--- config.mk ---
export PLATFORM = sky130hd
export DESIGN_NAME = resolver_device_flat
export DESIGN_NICKNAME = d
export VERILOG_FILES = /design/src/resolver_pkg.sv /design/src/resolver_link_if.sv /design/src/crc6_calc.sv /design/src/resolver_device.sv /design/src/flat_wrapper.sv
export SDC_FILE = /design/constraint.sdc
export NUM_CORES = 1
export LEC_CHECK = 0
export BUFFER_PORTS_ARGS = -buffer_cell sky130_fd_sc_hd__buf_2
export CAP_MARGIN = 20
export CELL_PAD_IN_SITES_DETAIL_PLACEMENT = 1
export CELL_PAD_IN_SITES_GLOBAL_PLACEMENT = 1
export CORE_UTILIZATION = 40
export CTS_CLUSTER_DIAMETER = 80
export DETAILED_ROUTE_END_ITERATION = 8
export PLACE_DENSITY_LB_ADDON = 0.1
export SLEW_MARGIN = 20
export SYNTH_ARGS = -nofsm -noshare
export SYNTH_HDL_FRONTEND = slang
export SYNTH_SLANG_ARGS = --single-unit
--- constraint.sdc ---
create_clock -name i_ref_clk -period 6.35 [get_ports i_ref_clk]
set_clock_uncertainty 0.1 [all_clocks]
set_input_delay 0.3175 -clock i_ref_clk [delete_from_list [all_inputs] [get_ports i_ref_clk]]
set_output_delay 0.3175 -clock i_ref_clk [all_outputs]
set_load 0.02 [all_outputs]
--- src/resolver_pkg.sv ---
/*
  Shared constants for the resolver serial link, pin straps and the
  controller register map.
  Assumes a 200 MHz reference clock on both ends.
*/
package resolver_pkg;
  // ----------------------------------------------------------------
  // Frame layout
  // ----------------------------------------------------------------
  localparam int FRAME_BITS = 32;
  localparam int CRC_W = 6;
  localparam logic [5:0] CRC_POLY = 6'h03;
  localparam logic [5:0] CRC_INIT = 6'h3f;
  localparam logic [15:0] DUMMY_DATA = 16'h00f0;
  // ----------------------------------------------------------------
  // Device address codes, read and write kept distinct
  // ----------------------------------------------------------------
  localparam logic [7:0] ADDR_WR_FIRST = 8'h87;
  localparam logic [7:0] ADDR_RD_FIRST = 8'h53;
  localparam logic [7:0] ADDR_RD_SECOND = 8'h6b;
  localparam logic [7:0] ADDR_WR_SECOND = 8'h95;
  localparam logic [7:0] ADDR_WR_UNLOCK = 8'h56;
  localparam logic [7:0] ADDR_RD_STATUS = 8'he1;
  localparam logic [15:0] UNLOCK_KEY = 16'h000b;
  localparam logic [15:0] CFG_FIRST_RST = 16'h0000;
  localparam logic [15:0] CFG_SECOND_RST = 16'h0000;
  localparam int ST_FAULT = 0;
  localparam int ST_CRCERR = 1;
  localparam int ST_UNLOCK = 2;
  localparam int ST_RES12 = 3;
  // ----------------------------------------------------------------
  // Timing
  // ----------------------------------------------------------------
  localparam int REF_MHZ = 200;
  localparam int SPI_FMAX_MHZ = 8;
  localparam int SPI_HALF_CYC = (REF_MHZ + 2 * SPI_FMAX_MHZ - 1) / (2 * SPI_FMAX_MHZ);
  localparam int STROBE_HALF = 8;
  // ----------------------------------------------------------------
  // Device pin sample vector
  // ----------------------------------------------------------------
  localparam int NPIN = 12;
  localparam int P_CS = 0;
  localparam int P_SCLK = 1;
  localparam int P_SDI = 2;
  localparam int P_CLKSEL = 3;
  localparam int P_ERRCLR = 4;
  localparam int P_RES = 5;
  localparam int P_ACCEL = 6;
  localparam int P_RSTN = 7;
  localparam int P_HOLDN = 8;
  localparam int P_FMT = 9;
  localparam int P_VLO = 10;
  localparam int P_VHI = 11;
  localparam logic [11:0] PIN_IDLE = 12'h191;
  // ----------------------------------------------------------------
  // Controller registers
  // ----------------------------------------------------------------
  localparam logic [7:0] HOFS_CMD = 8'h00;
  localparam logic [7:0] HOFS_STAT = 8'h04;
  localparam logic [7:0] HOFS_RESP = 8'h08;
  localparam logic [7:0] HOFS_PINS = 8'h0c;
  localparam int CMD_RD_BIT = 24;
  localparam int HST_BUSY = 0;
  localparam int HST_CRCERR = 1;
  localparam int HST_FAULT = 2;
  localparam logic [8:0] PINS_RST = 9'h032;
endpackage

--- src/resolver_link_if.sv ---
/*
  Pin bundle between the resolver converter and its host controller.
  Assumes the bench joins one device end and one host end to it.
*/
`timescale 1ns/1ps
interface resolver_link_if;
  logic chip_select_n;
  logic sclk;
  logic sdi;
  logic sdo;
  logic clock_source_select;
  logic error_clear_in;
  logic resolution_select;
  logic accel_tracking_select;
  logic reset_n;
  logic output_hold_n;
  logic output_format_select;
  logic value_select_lo;
  logic value_select_hi;
  logic fault_drive;
  logic fault_drive_oe_n;
  logic fault_level;
  logic parity_out;
  logic quadrature_a_out;
  logic quadrature_b_out;
  logic index_pulse_out;
  logic [13:0] parallel_word_out;

  // Host side pull-up on the open-collector fault line
  assign fault_level = fault_drive_oe_n ? 1'b1 : fault_drive;

  modport dev(
    input chip_select_n, sclk, sdi, clock_source_select, error_clear_in,
    input resolution_select, accel_tracking_select, reset_n, output_hold_n,
    input output_format_select, value_select_lo, value_select_hi,
    output sdo, fault_drive, fault_drive_oe_n, parity_out,
    output quadrature_a_out, quadrature_b_out, index_pulse_out, parallel_word_out
  );
  modport host(
    output chip_select_n, sclk, sdi, clock_source_select, error_clear_in,
    output resolution_select, accel_tracking_select, reset_n, output_hold_n,
    output output_format_select, value_select_lo, value_select_hi,
    input sdo, fault_level, parity_out,
    input quadrature_a_out, quadrature_b_out, index_pulse_out, parallel_word_out
  );
endinterface

--- src/crc6_calc.sv ---
/*
  Combinational 6-bit CRC over the 24 leading frame bits, MSB first.
  Assumes polynomial and start value agree on both ends.
*/
`timescale 1ns/1ps
module crc6_calc #(
  parameter logic [5:0] POLY = resolver_pkg::CRC_POLY,
  parameter logic [5:0] INIT = resolver_pkg::CRC_INIT
) (
  input wire logic [23:0] i_data,
  output logic [5:0] o_crc
);
  // Bitwise serial form, unrolled by the loop
  always_comb begin
    logic [5:0] c;
    logic fb;
    c = INIT;
    fb = 1'b0;
    for (int i = 23; i >= 0; i--) begin
      fb = c[5] ^ i_data[i];
      c = {c[4:0], 1'b0} ^ (fb ? POLY : 6'h00);
    end
    o_crc = c;
  end
endmodule

--- src/resolver_device.sv ---
/*
  Digital face of the resolver converter: serial register port, strap
  pins, fault line and parallel/encoder outputs.
  Assumes the pins are asynchronous to i_ref_clk and the measurement
  inputs come from logic on i_ref_clk.
*/
// Contract
// - Host keeps serial clock at most 8 MHz
// - Chip select high: serial activity ignored
// - Clock idles low, data sampled falling
// - Address byte alone gives read/write
// - Frames need valid CRC over three bytes
// - Frame: address, 16-bit data, CRC byte
// - Shifted most significant byte first
// - Response holds previously addressed register
// - Host reads via two identical dummy frames
// - Locked registers need unlock before change
// - Clock select low picks internal oscillator
// - Falling fault-clear clears latched faults
// - Fault-clear held low masks fault output
// - Resolution select: low 10-bit, high 12-bit
// - Acceleration input high enables fast tracking
// - Fault line pulled low when healthy
// - Parity output covers presented data word
// - Reset pin low holds device reset
// - Output hold low freezes parallel word
// - Format select enables encoder emulation
// - Value selects choose angle or velocity
// - Parallel bits 0-11 data, 13 strobe
// - Host configures over serial port always; here clock source, resolution, tracking and output modes come from strap pins
`timescale 1ns/1ps
module resolver_device #(
  parameter int STB_HALF = resolver_pkg::STROBE_HALF
) (
  input wire logic i_ref_clk,
  input wire logic i_srst,
  resolver_link_if.dev link,
  input wire logic [11:0] i_angle,
  input wire logic [11:0] i_velocity,
  input wire logic i_fault_event,
  output logic o_internal_osc_sel,
  output logic o_accel_track_en,
  output logic o_res_12b,
  output logic o_core_reset,
  output logic [15:0] o_supply_limit_first,
  output logic [15:0] o_supply_limit_second
);
  typedef struct packed {
    logic [11:0] s1;
    logic [11:0] s2;
    logic [11:0] s3;
    logic [11:0] filt;
    logic [31:0] rx;
    logic [31:0] tx;
    logic [5:0] bits;
    logic sdo;
    logic [7:0] ptr;
    logic unlocked;
    logic [15:0] cfg1;
    logic [15:0] cfg2;
    logic crc_err;
    logic fault_lat;
    logic fault_oe_n;
    logic [11:0] word;
    logic strobe;
    logic [7:0] stb_cnt;
    logic parity;
    logic qa;
    logic qb;
    logic qz;
    logic osc_int;
    logic accel;
    logic res12;
    logic core_rst;
  } dev_state_t;

  localparam dev_state_t DEV_RST = '{
    s1: resolver_pkg::PIN_IDLE,
    s2: resolver_pkg::PIN_IDLE,
    s3: resolver_pkg::PIN_IDLE,
    filt: resolver_pkg::PIN_IDLE,
    cfg1: resolver_pkg::CFG_FIRST_RST,
    cfg2: resolver_pkg::CFG_SECOND_RST,
    osc_int: 1'b1,
    default: '0
  };

  dev_state_t q;
  dev_state_t n;
  logic [15:0] rsp_data;
  logic [5:0] rsp_crc;
  logic [5:0] rx_crc;

  // ----------------------------------------------------------------
  // Response word for the register pointed at by the last frame
  // ----------------------------------------------------------------
  always_comb begin
    rsp_data = 16'h0000;
    case (q.ptr)
      resolver_pkg::ADDR_WR_FIRST, resolver_pkg::ADDR_RD_FIRST: begin
        rsp_data = q.cfg1;
      end
      resolver_pkg::ADDR_WR_SECOND, resolver_pkg::ADDR_RD_SECOND: begin
        rsp_data = q.cfg2;
      end
      resolver_pkg::ADDR_RD_STATUS: begin
        rsp_data[resolver_pkg::ST_FAULT] = q.fault_lat;
        rsp_data[resolver_pkg::ST_CRCERR] = q.crc_err;
        rsp_data[resolver_pkg::ST_UNLOCK] = q.unlocked;
        rsp_data[resolver_pkg::ST_RES12] = q.res12;
      end
      default: begin
        rsp_data = 16'h0000;
      end
    endcase
  end

  crc6_calc u_rsp_crc (
    .i_data({q.ptr, rsp_data}),
    .o_crc(rsp_crc)
  );

  crc6_calc u_rx_crc (
    .i_data(q.rx[31:8]),
    .o_crc(rx_crc)
  );

  // ----------------------------------------------------------------
  // Next state
  // ----------------------------------------------------------------
  always_comb begin
    logic [11:0] nf;
    logic [11:0] sel;
    logic [1:0] enc;
    logic [7:0] addr;
    logic [15:0] data;
    n = q;
    // Three-stage capture; a level moves once stages two and three agree
    n.s1 = {link.value_select_hi, link.value_select_lo, link.output_format_select,
            link.output_hold_n, link.reset_n, link.accel_tracking_select,
            link.resolution_select, link.error_clear_in, link.clock_source_select,
            link.sdi, link.sclk, link.chip_select_n};
    n.s2 = q.s1;
    n.s3 = q.s2;
    nf = (~(q.s2 ^ q.s3) & q.s3) | ((q.s2 ^ q.s3) & q.filt);
    n.filt = nf;
    addr = q.rx[31:24];
    data = q.rx[23:8];
    sel = 12'h000;
    enc = 2'b00;

    // Serial port
    if (nf[resolver_pkg::P_CS]) begin
      n.bits = 6'd0;
    end else if (q.filt[resolver_pkg::P_CS]) begin
      n.tx = {q.ptr, rsp_data, 2'b00, rsp_crc};
      n.bits = 6'd0;
    end else begin
      if (nf[resolver_pkg::P_SCLK] && !q.filt[resolver_pkg::P_SCLK]) begin
        n.sdo = q.tx[31]; // Launch on rise
        n.tx = {q.tx[30:0], 1'b0};
      end
      if (!nf[resolver_pkg::P_SCLK] && q.filt[resolver_pkg::P_SCLK]
          && q.bits != 6'(resolver_pkg::FRAME_BITS)) begin
        n.rx = {q.rx[30:0], nf[resolver_pkg::P_SDI]}; // Capture on fall
        n.bits = q.bits + 6'd1;
      end
    end

    // Frame end: only a full frame with a good checksum acts
    if (nf[resolver_pkg::P_CS] && !q.filt[resolver_pkg::P_CS]
        && q.bits == 6'(resolver_pkg::FRAME_BITS)) begin
      if (rx_crc != q.rx[5:0]) begin
        n.crc_err = 1'b1;
      end else begin
        n.ptr = addr;
        case (addr)
          resolver_pkg::ADDR_WR_FIRST: begin
            if (q.unlocked) begin
              n.cfg1 = data;
            end
          end
          resolver_pkg::ADDR_WR_SECOND: begin
            if (q.unlocked) begin
              n.cfg2 = data;
            end
          end
          resolver_pkg::ADDR_WR_UNLOCK: begin
            n.unlocked = (data == resolver_pkg::UNLOCK_KEY);
          end
          default: begin
            n.ptr = addr;
          end
        endcase
      end
    end

    // Straps
    n.osc_int = !nf[resolver_pkg::P_CLKSEL];
    n.res12 = nf[resolver_pkg::P_RES];
    n.accel = nf[resolver_pkg::P_ACCEL];

    // Fault latch: a new event wins over a clear in the same cycle
    if (i_fault_event) begin
      n.fault_lat = 1'b1;
    end else if (!nf[resolver_pkg::P_ERRCLR] && q.filt[resolver_pkg::P_ERRCLR]) begin
      n.fault_lat = 1'b0;
    end
    // Released line means a reported fault; clear held low masks it
    n.fault_oe_n = n.fault_lat & nf[resolver_pkg::P_ERRCLR];

    // Parallel word, refreshed as the strobe falls
    if (nf[resolver_pkg::P_VHI]) begin
      sel = 12'h000;
    end else if (nf[resolver_pkg::P_VLO]) begin
      sel = i_velocity;
    end else begin
      sel = i_angle;
    end
    if (!n.res12) begin
      sel[1:0] = 2'b00;
    end
    if (q.stb_cnt == 8'(STB_HALF - 1)) begin
      n.stb_cnt = 8'd0;
      n.strobe = !q.strobe;
      if (q.strobe && nf[resolver_pkg::P_HOLDN]) begin
        n.word = sel;
        n.parity = ^sel;
      end
    end else begin
      n.stb_cnt = q.stb_cnt + 8'd1;
    end

    // Encoder emulation from the two lowest live angle bits
    enc = n.res12 ? i_angle[1:0] : i_angle[3:2];
    if (nf[resolver_pkg::P_FMT]) begin
      n.qa = enc[1];
      n.qb = enc[1] ^ enc[0];
      n.qz = (i_angle == 12'h000);
    end else begin
      n.qa = 1'b0;
      n.qb = 1'b0;
      n.qz = 1'b0;
    end

    // Reset pin holds the core; capture stages keep running
    n.core_rst = !nf[resolver_pkg::P_RSTN];
    if (!nf[resolver_pkg::P_RSTN]) begin
      n = '{s1: n.s1, s2: n.s2, s3: n.s3, filt: n.filt, cfg1: DEV_RST.cfg1,
            cfg2: DEV_RST.cfg2, osc_int: n.osc_int, core_rst: 1'b1,
            default: '0};
    end
  end

  always_ff @(posedge i_ref_clk) begin
    if (i_srst) begin
      q <= DEV_RST;
    end else begin
      q <= n;
    end
  end

  // ----------------------------------------------------------------
  // Outputs
  // ----------------------------------------------------------------
  assign link.sdo = q.sdo;
  assign link.fault_drive = 1'b0;
  assign link.fault_drive_oe_n = q.fault_oe_n;
  assign link.parity_out = q.parity;
  assign link.quadrature_a_out = q.qa;
  assign link.quadrature_b_out = q.qb;
  assign link.index_pulse_out = q.qz;
  assign link.parallel_word_out = {q.strobe, 1'b0, q.word};
  assign o_internal_osc_sel = q.osc_int;
  assign o_accel_track_en = q.accel;
  assign o_res_12b = q.res12;
  assign o_core_reset = q.core_rst;
  assign o_supply_limit_first = q.cfg1;
  assign o_supply_limit_second = q.cfg2;
endmodule

--- src/flat_wrapper.sv ---
// flat-port wrapper written by rule: the top's interface ports become plain ports
module resolver_device_flat 
#(
  parameter int STB_HALF = resolver_pkg::STROBE_HALF
)
  (i_ref_clk, i_srst, i_angle, i_velocity, i_fault_event, o_internal_osc_sel, o_accel_track_en, o_res_12b, o_core_reset, o_supply_limit_first, o_supply_limit_second, link_chip_select_n, link_sclk, link_sdi, link_clock_source_select, link_error_clear_in, link_resolution_select, link_accel_tracking_select, link_reset_n, link_output_hold_n, link_output_format_select, link_value_select_lo, link_value_select_hi, link_sdo, link_fault_drive, link_fault_drive_oe_n, link_parity_out, link_quadrature_a_out, link_quadrature_b_out, link_index_pulse_out, link_parallel_word_out);
  resolver_link_if link_i ();
  input wire logic i_ref_clk;
  input wire logic i_srst;
  input wire logic [11:0] i_angle;
  input wire logic [11:0] i_velocity;
  input wire logic i_fault_event;
  output logic o_internal_osc_sel;
  output logic o_accel_track_en;
  output logic o_res_12b;
  output logic o_core_reset;
  output logic [15:0] o_supply_limit_first;
  output logic [15:0] o_supply_limit_second;
  input wire logic [$bits(link_i.chip_select_n)-1:0] link_chip_select_n;
  input wire logic [$bits(link_i.sclk)-1:0] link_sclk;
  input wire logic [$bits(link_i.sdi)-1:0] link_sdi;
  input wire logic [$bits(link_i.clock_source_select)-1:0] link_clock_source_select;
  input wire logic [$bits(link_i.error_clear_in)-1:0] link_error_clear_in;
  input wire logic [$bits(link_i.resolution_select)-1:0] link_resolution_select;
  input wire logic [$bits(link_i.accel_tracking_select)-1:0] link_accel_tracking_select;
  input wire logic [$bits(link_i.reset_n)-1:0] link_reset_n;
  input wire logic [$bits(link_i.output_hold_n)-1:0] link_output_hold_n;
  input wire logic [$bits(link_i.output_format_select)-1:0] link_output_format_select;
  input wire logic [$bits(link_i.value_select_lo)-1:0] link_value_select_lo;
  input wire logic [$bits(link_i.value_select_hi)-1:0] link_value_select_hi;
  output wire logic [$bits(link_i.sdo)-1:0] link_sdo;
  output wire logic [$bits(link_i.fault_drive)-1:0] link_fault_drive;
  output wire logic [$bits(link_i.fault_drive_oe_n)-1:0] link_fault_drive_oe_n;
  output wire logic [$bits(link_i.parity_out)-1:0] link_parity_out;
  output wire logic [$bits(link_i.quadrature_a_out)-1:0] link_quadrature_a_out;
  output wire logic [$bits(link_i.quadrature_b_out)-1:0] link_quadrature_b_out;
  output wire logic [$bits(link_i.index_pulse_out)-1:0] link_index_pulse_out;
  output wire logic [$bits(link_i.parallel_word_out)-1:0] link_parallel_word_out;
  assign link_i.chip_select_n = link_chip_select_n;
  assign link_i.sclk = link_sclk;
  assign link_i.sdi = link_sdi;
  assign link_i.clock_source_select = link_clock_source_select;
  assign link_i.error_clear_in = link_error_clear_in;
  assign link_i.resolution_select = link_resolution_select;
  assign link_i.accel_tracking_select = link_accel_tracking_select;
  assign link_i.reset_n = link_reset_n;
  assign link_i.output_hold_n = link_output_hold_n;
  assign link_i.output_format_select = link_output_format_select;
  assign link_i.value_select_lo = link_value_select_lo;
  assign link_i.value_select_hi = link_value_select_hi;
  assign link_sdo = link_i.sdo;
  assign link_fault_drive = link_i.fault_drive;
  assign link_fault_drive_oe_n = link_i.fault_drive_oe_n;
  assign link_parity_out = link_i.parity_out;
  assign link_quadrature_a_out = link_i.quadrature_a_out;
  assign link_quadrature_b_out = link_i.quadrature_b_out;
  assign link_index_pulse_out = link_i.index_pulse_out;
  assign link_parallel_word_out = link_i.parallel_word_out;
  resolver_device #(.STB_HALF(STB_HALF)) u_core (.i_ref_clk(i_ref_clk), .i_srst(i_srst), .link(link_i), .i_angle(i_angle), .i_velocity(i_velocity), .i_fault_event(i_fault_event), .o_internal_osc_sel(o_internal_osc_sel), .o_accel_track_en(o_accel_track_en), .o_res_12b(o_res_12b), .o_core_reset(o_core_reset), .o_supply_limit_first(o_supply_limit_first), .o_supply_limit_second(o_supply_limit_second));
endmodule
==> summary.md <==
| Metric | Value |
|---|---|
| Area Growth Syn to Fin | 11.91% |
| Outcome | finished clean |
| Async SR Flop Fraction | 0 |
| CTS clk-pin slew, worst paths | ~0.080 ns |
| Post-layout min period | ~3.6 ns |
| Highest Clock Rate | approximately 0.28 GHz |
| Die height | about 150 microns |
| Crit end category | flop |
| Top-area cell type share of the netlist area | 0.4336 |
| Gpl congestion | slightly below 0.8 |
| Crit-path cells | inv_1 -> ha_1 -> xnor2_1 -> xor2_1 -> xor2_1 -> or3_1 -> a21oi_1 -> o2111ai_4 -> mux2i_1 -> nor2_1 |
| WP data arrival | around 3.8 ns |
| CTS root buffer | clkbuf_16 |
| Max-cap violations | 0 |
| GR Util All Layers | 0.1955 |
| Switching pwr | ~630 uW |
| Mean Syn Cell Area | just over 9 sq um |
| Synth area leaders | dfxtp_1, mux2i_1, xnor2_1, nor2_1, nand2_1 |
| Post-synthesis cell type count | between 50 and 60 |
| Post CTS Setup Buffer Count | 0 |
| Crit share post-route | 0.5612 |
| Clk sinks | about 190 |
| Total power | 2.427 mW |
| Max-slew violations | 0 |
| Vias in the first global route | roughly 6,600 |
| Share of cells above drive strength 1 | 0.1489 |
| CTS Buf Count | 17 |
| Number of flops mapped to enable cells by yosys | 0 |
| Seq pwr share | 0.503 |
| Switching Fraction | 0.2576 |
| Worst min-delay path class | input pin to flop |
| Global-route wire length before repair | ~35 mm |
| Fin Setup TNS | 0 ns |
| YS warnings | 0 |
| Wirelength per Cell | ~16 microns |
| Critical path's largest stage delay | 0.50 ns |
| Maximum vdd drop | about 170 uV |
| Pwr per Cell Area | 244.6 nW/um^2 |
| Initial antenna violation count | 0 |
| CORE AREA | 21,760 sq um |
| Row cnt | 54 |
| IO Pins | 96 |
| Full die area | around 23,000 sq um |
| Initial Utilization | 0.4075 |
| Worst slew margin | 0.3386 |
| RSZ-0062 raised after global routing | no |
| Drt first-iter violations | 231 |
| Clk_lat worst skew | about 0.44 ns |
| Via count | about 6,600 |
| Register area share after synthesis | 0.4336 |
| Most common cell in the netlist | dfxtp_1 |
| Vias per cell | 5.095 |
| Top post-synthesis cells by count | dfxtp_1, nor2_1, nand2_1 |
| Kind of critical path | flop to flop |
| Finish-stage setup viols | 0 |
| Hold Vio Cnt, Final | 0 |
| Port-buffer cells | 93 |
| Slew @ Worst Pin | just under 1 ns |
| Clock network power share | 0.464 |
| Cells after Synth | 973 |
| Ys flop type | dfxtp_1 |
| Detail Placement HPWL | 14.74 mm |
| Final WL | around 21 mm |
| R2r setup slk | roughly 2.8 ns |
| DR DRC count | 0 |
| Crit-path most repeated cell | xor2_1 |
| Post-Syn Area | roughly 9000 sq um |
| Gr ovfl total | 0 |
| H-tree lvl count | 4 |
| Combinational Power Share | 0.033 |
| Startpoint Class | flop |
| Antenna fix cells | 0 |
| Cell-internal power | approximately 1.8 mW |
| Post-synth top area cell | dfxtp_1 |
| CP max FO | 16 |
| Post-DRT Antenna Nets | 0 |
| Clock tree from TritonCTS | built |
| DR pass1 iterations | 5 |
| Yosys reg bits | ~190 |
| # nets final | approximately 1,100 |
| DIE WIDTH | 150.9 microns |
| Clock buffer depth | 2 |
| Worst path required time | between 6 and 7 ns |
| Leakage Power | 3.997 nW |
| # fillers | about 2,600 |
| Largest net degree at the start of global routing | 72 |
| Worst path slowest cell | a21oi_1 |
==> final timing paths <==
| check | from | end | cells past startpoint |
|---|---|---|---|
| worst max-delay path | u_core.q[140] | u_core.o_supply_limit_second[1] | 10 |
| worst min-delay path | i_fault_event | u_core.q[30] | 3 |
| worst max register to register | u_core.q[140] | u_core.o_supply_limit_second[1] | 10 |
| worst min register to register | u_core.q[180] | u_core.q[168] | 1 |
==> critical path, delay by kind of cell (launching register included) <==
kind                     cells  cell delay (ns)
AO/OA/AOI/OAI                2             0.98
XOR/XNOR                     3             0.80
flip-flops                   1             0.45
AND/OR/NAND/NOR              2             0.41
adder cells (fa/ha/maj)      1             0.31
multiplexers                 1             0.31
buffers and inverters        1             0.07
==> cells by family (layout without fill, tap and decap cells) <==
| group | count (synthesis) | after routing | share of synthesized area |
|---|---|---|---|
| simple gates | 338 | 338 | 0.1729 |
| flops | 192 | 192 | 0.4336 |
| compound gates | 141 | 141 | 0.1029 |
| buf+inv | 117 | 157 | 0.07170 |
| xor+xnor | 99 | 99 | 0.1188 |
| mux | 66 | 66 | 0.07452 |
| fa+ha+maj | 19 | 19 | 0.02512 |
| other cells | 1 | 2 | 0.0004230 |
==> power by group through the flow <==
stage	clock (mW)	sequential, mW	combinational (mW)
floorplan	0	1.25	0.0507
global placement	0	1.25	0.0747
detailed placement	0	1.25	0.0754
CTS	1.16	1.22	0.0811
global route	1.21	1.22	0.0900
finish	1.13	1.22	0.0797
==> state kept, by name, summed over array words and instances, names as in the netlist, 13 cells and up <==
name / count
u_core.link.parallel_word_out: 13
u_core.q: 137
u_core.o_supply_limit_first: 16
u_core.o_supply_limit_second: 16
==> cell usage in the layout (no fill, tap or decap), types with 7 or more instances in the layout <==
cell type | netlist | final
nand2_1 | 113 | 113
xnor2_1 | 60 | 60
nand3_1 | 11 | 11
and2_1 | 7 | 7
a211oi_1 | 26 | 26
a21oi_1 | 73 | 73
xnor3_1 | 7 | 7
ha_1 | 13 | 13
nor4_1 | 8 | 8
dfxtp_1 | 192 | 191
or2_2 | 14 | 14
nor2b_1 | 28 | 28
buf_2 | 4 | 93
a22oi_1 | 12 | 12
nor2_1 | 127 | 127
clkbuf_16 | 0 | 17
o21ai_0 | 11 | 11
inv_1 | 15 | 15
xor2_1 | 26 | 26
mux2i_1 | 66 | 66
clkinv_8 | 0 | 7
dlygate4sd3_1 | 0 | 12
==> final cells by class <==
| cell class | count | area, sq um | share of cell area |
|---|---|---|---|
| Tap cell | 280 | 350.3 | 0.03531 |
| Sequential cell | 192 | 3845 | 0.3876 |
| Timing Repair Buffer | 110 | 623.1 | 0.06281 |
| Clock buffer | 17 | 425.4 | 0.04288 |
| Multi-Input combinational cell | 665 | 4404 | 0.4439 |
| Inverter | 15 | 56.30 | 0.005675 |
| Clock inverter | 15 | 216.5 | 0.02182 |
==> timing repair <==
item | in CTS | in global routing
resized for setup | 0 | 0
hold buffers | 12 | 0
endpoints found under the hold margin | 12 | 0
==> per-stage QoR <==
stage               instances  hold WS [ns]  utilization  setup WS [ns]  cell area [sq um]
finish                   1294       0.03901       0.4560          2.786               9921
global route             1294       0.04847       0.4560          2.421               9921
CTS                      1294       0.02389       0.4557          2.730               9913
detailed placement       1250        0.3014       0.4206          2.759               9151
global placement         1250        0.2922       0.4206          2.866               9151
floorplan                 974        0.2895            -          3.236               8869
==> metal layers <==
layer / up-vias / global-route usage / share of wire
met5: - / 0 / 0
met2: 128 / 0.3300 / 0.48
li1: 3262 / - / -
met1: 3186 / 0.2501 / 0.46
met3: 17 / 0.03976 / 0.044
met4: 0 / 0.05850 / 0.013
(Power assumes the default switching activity.)
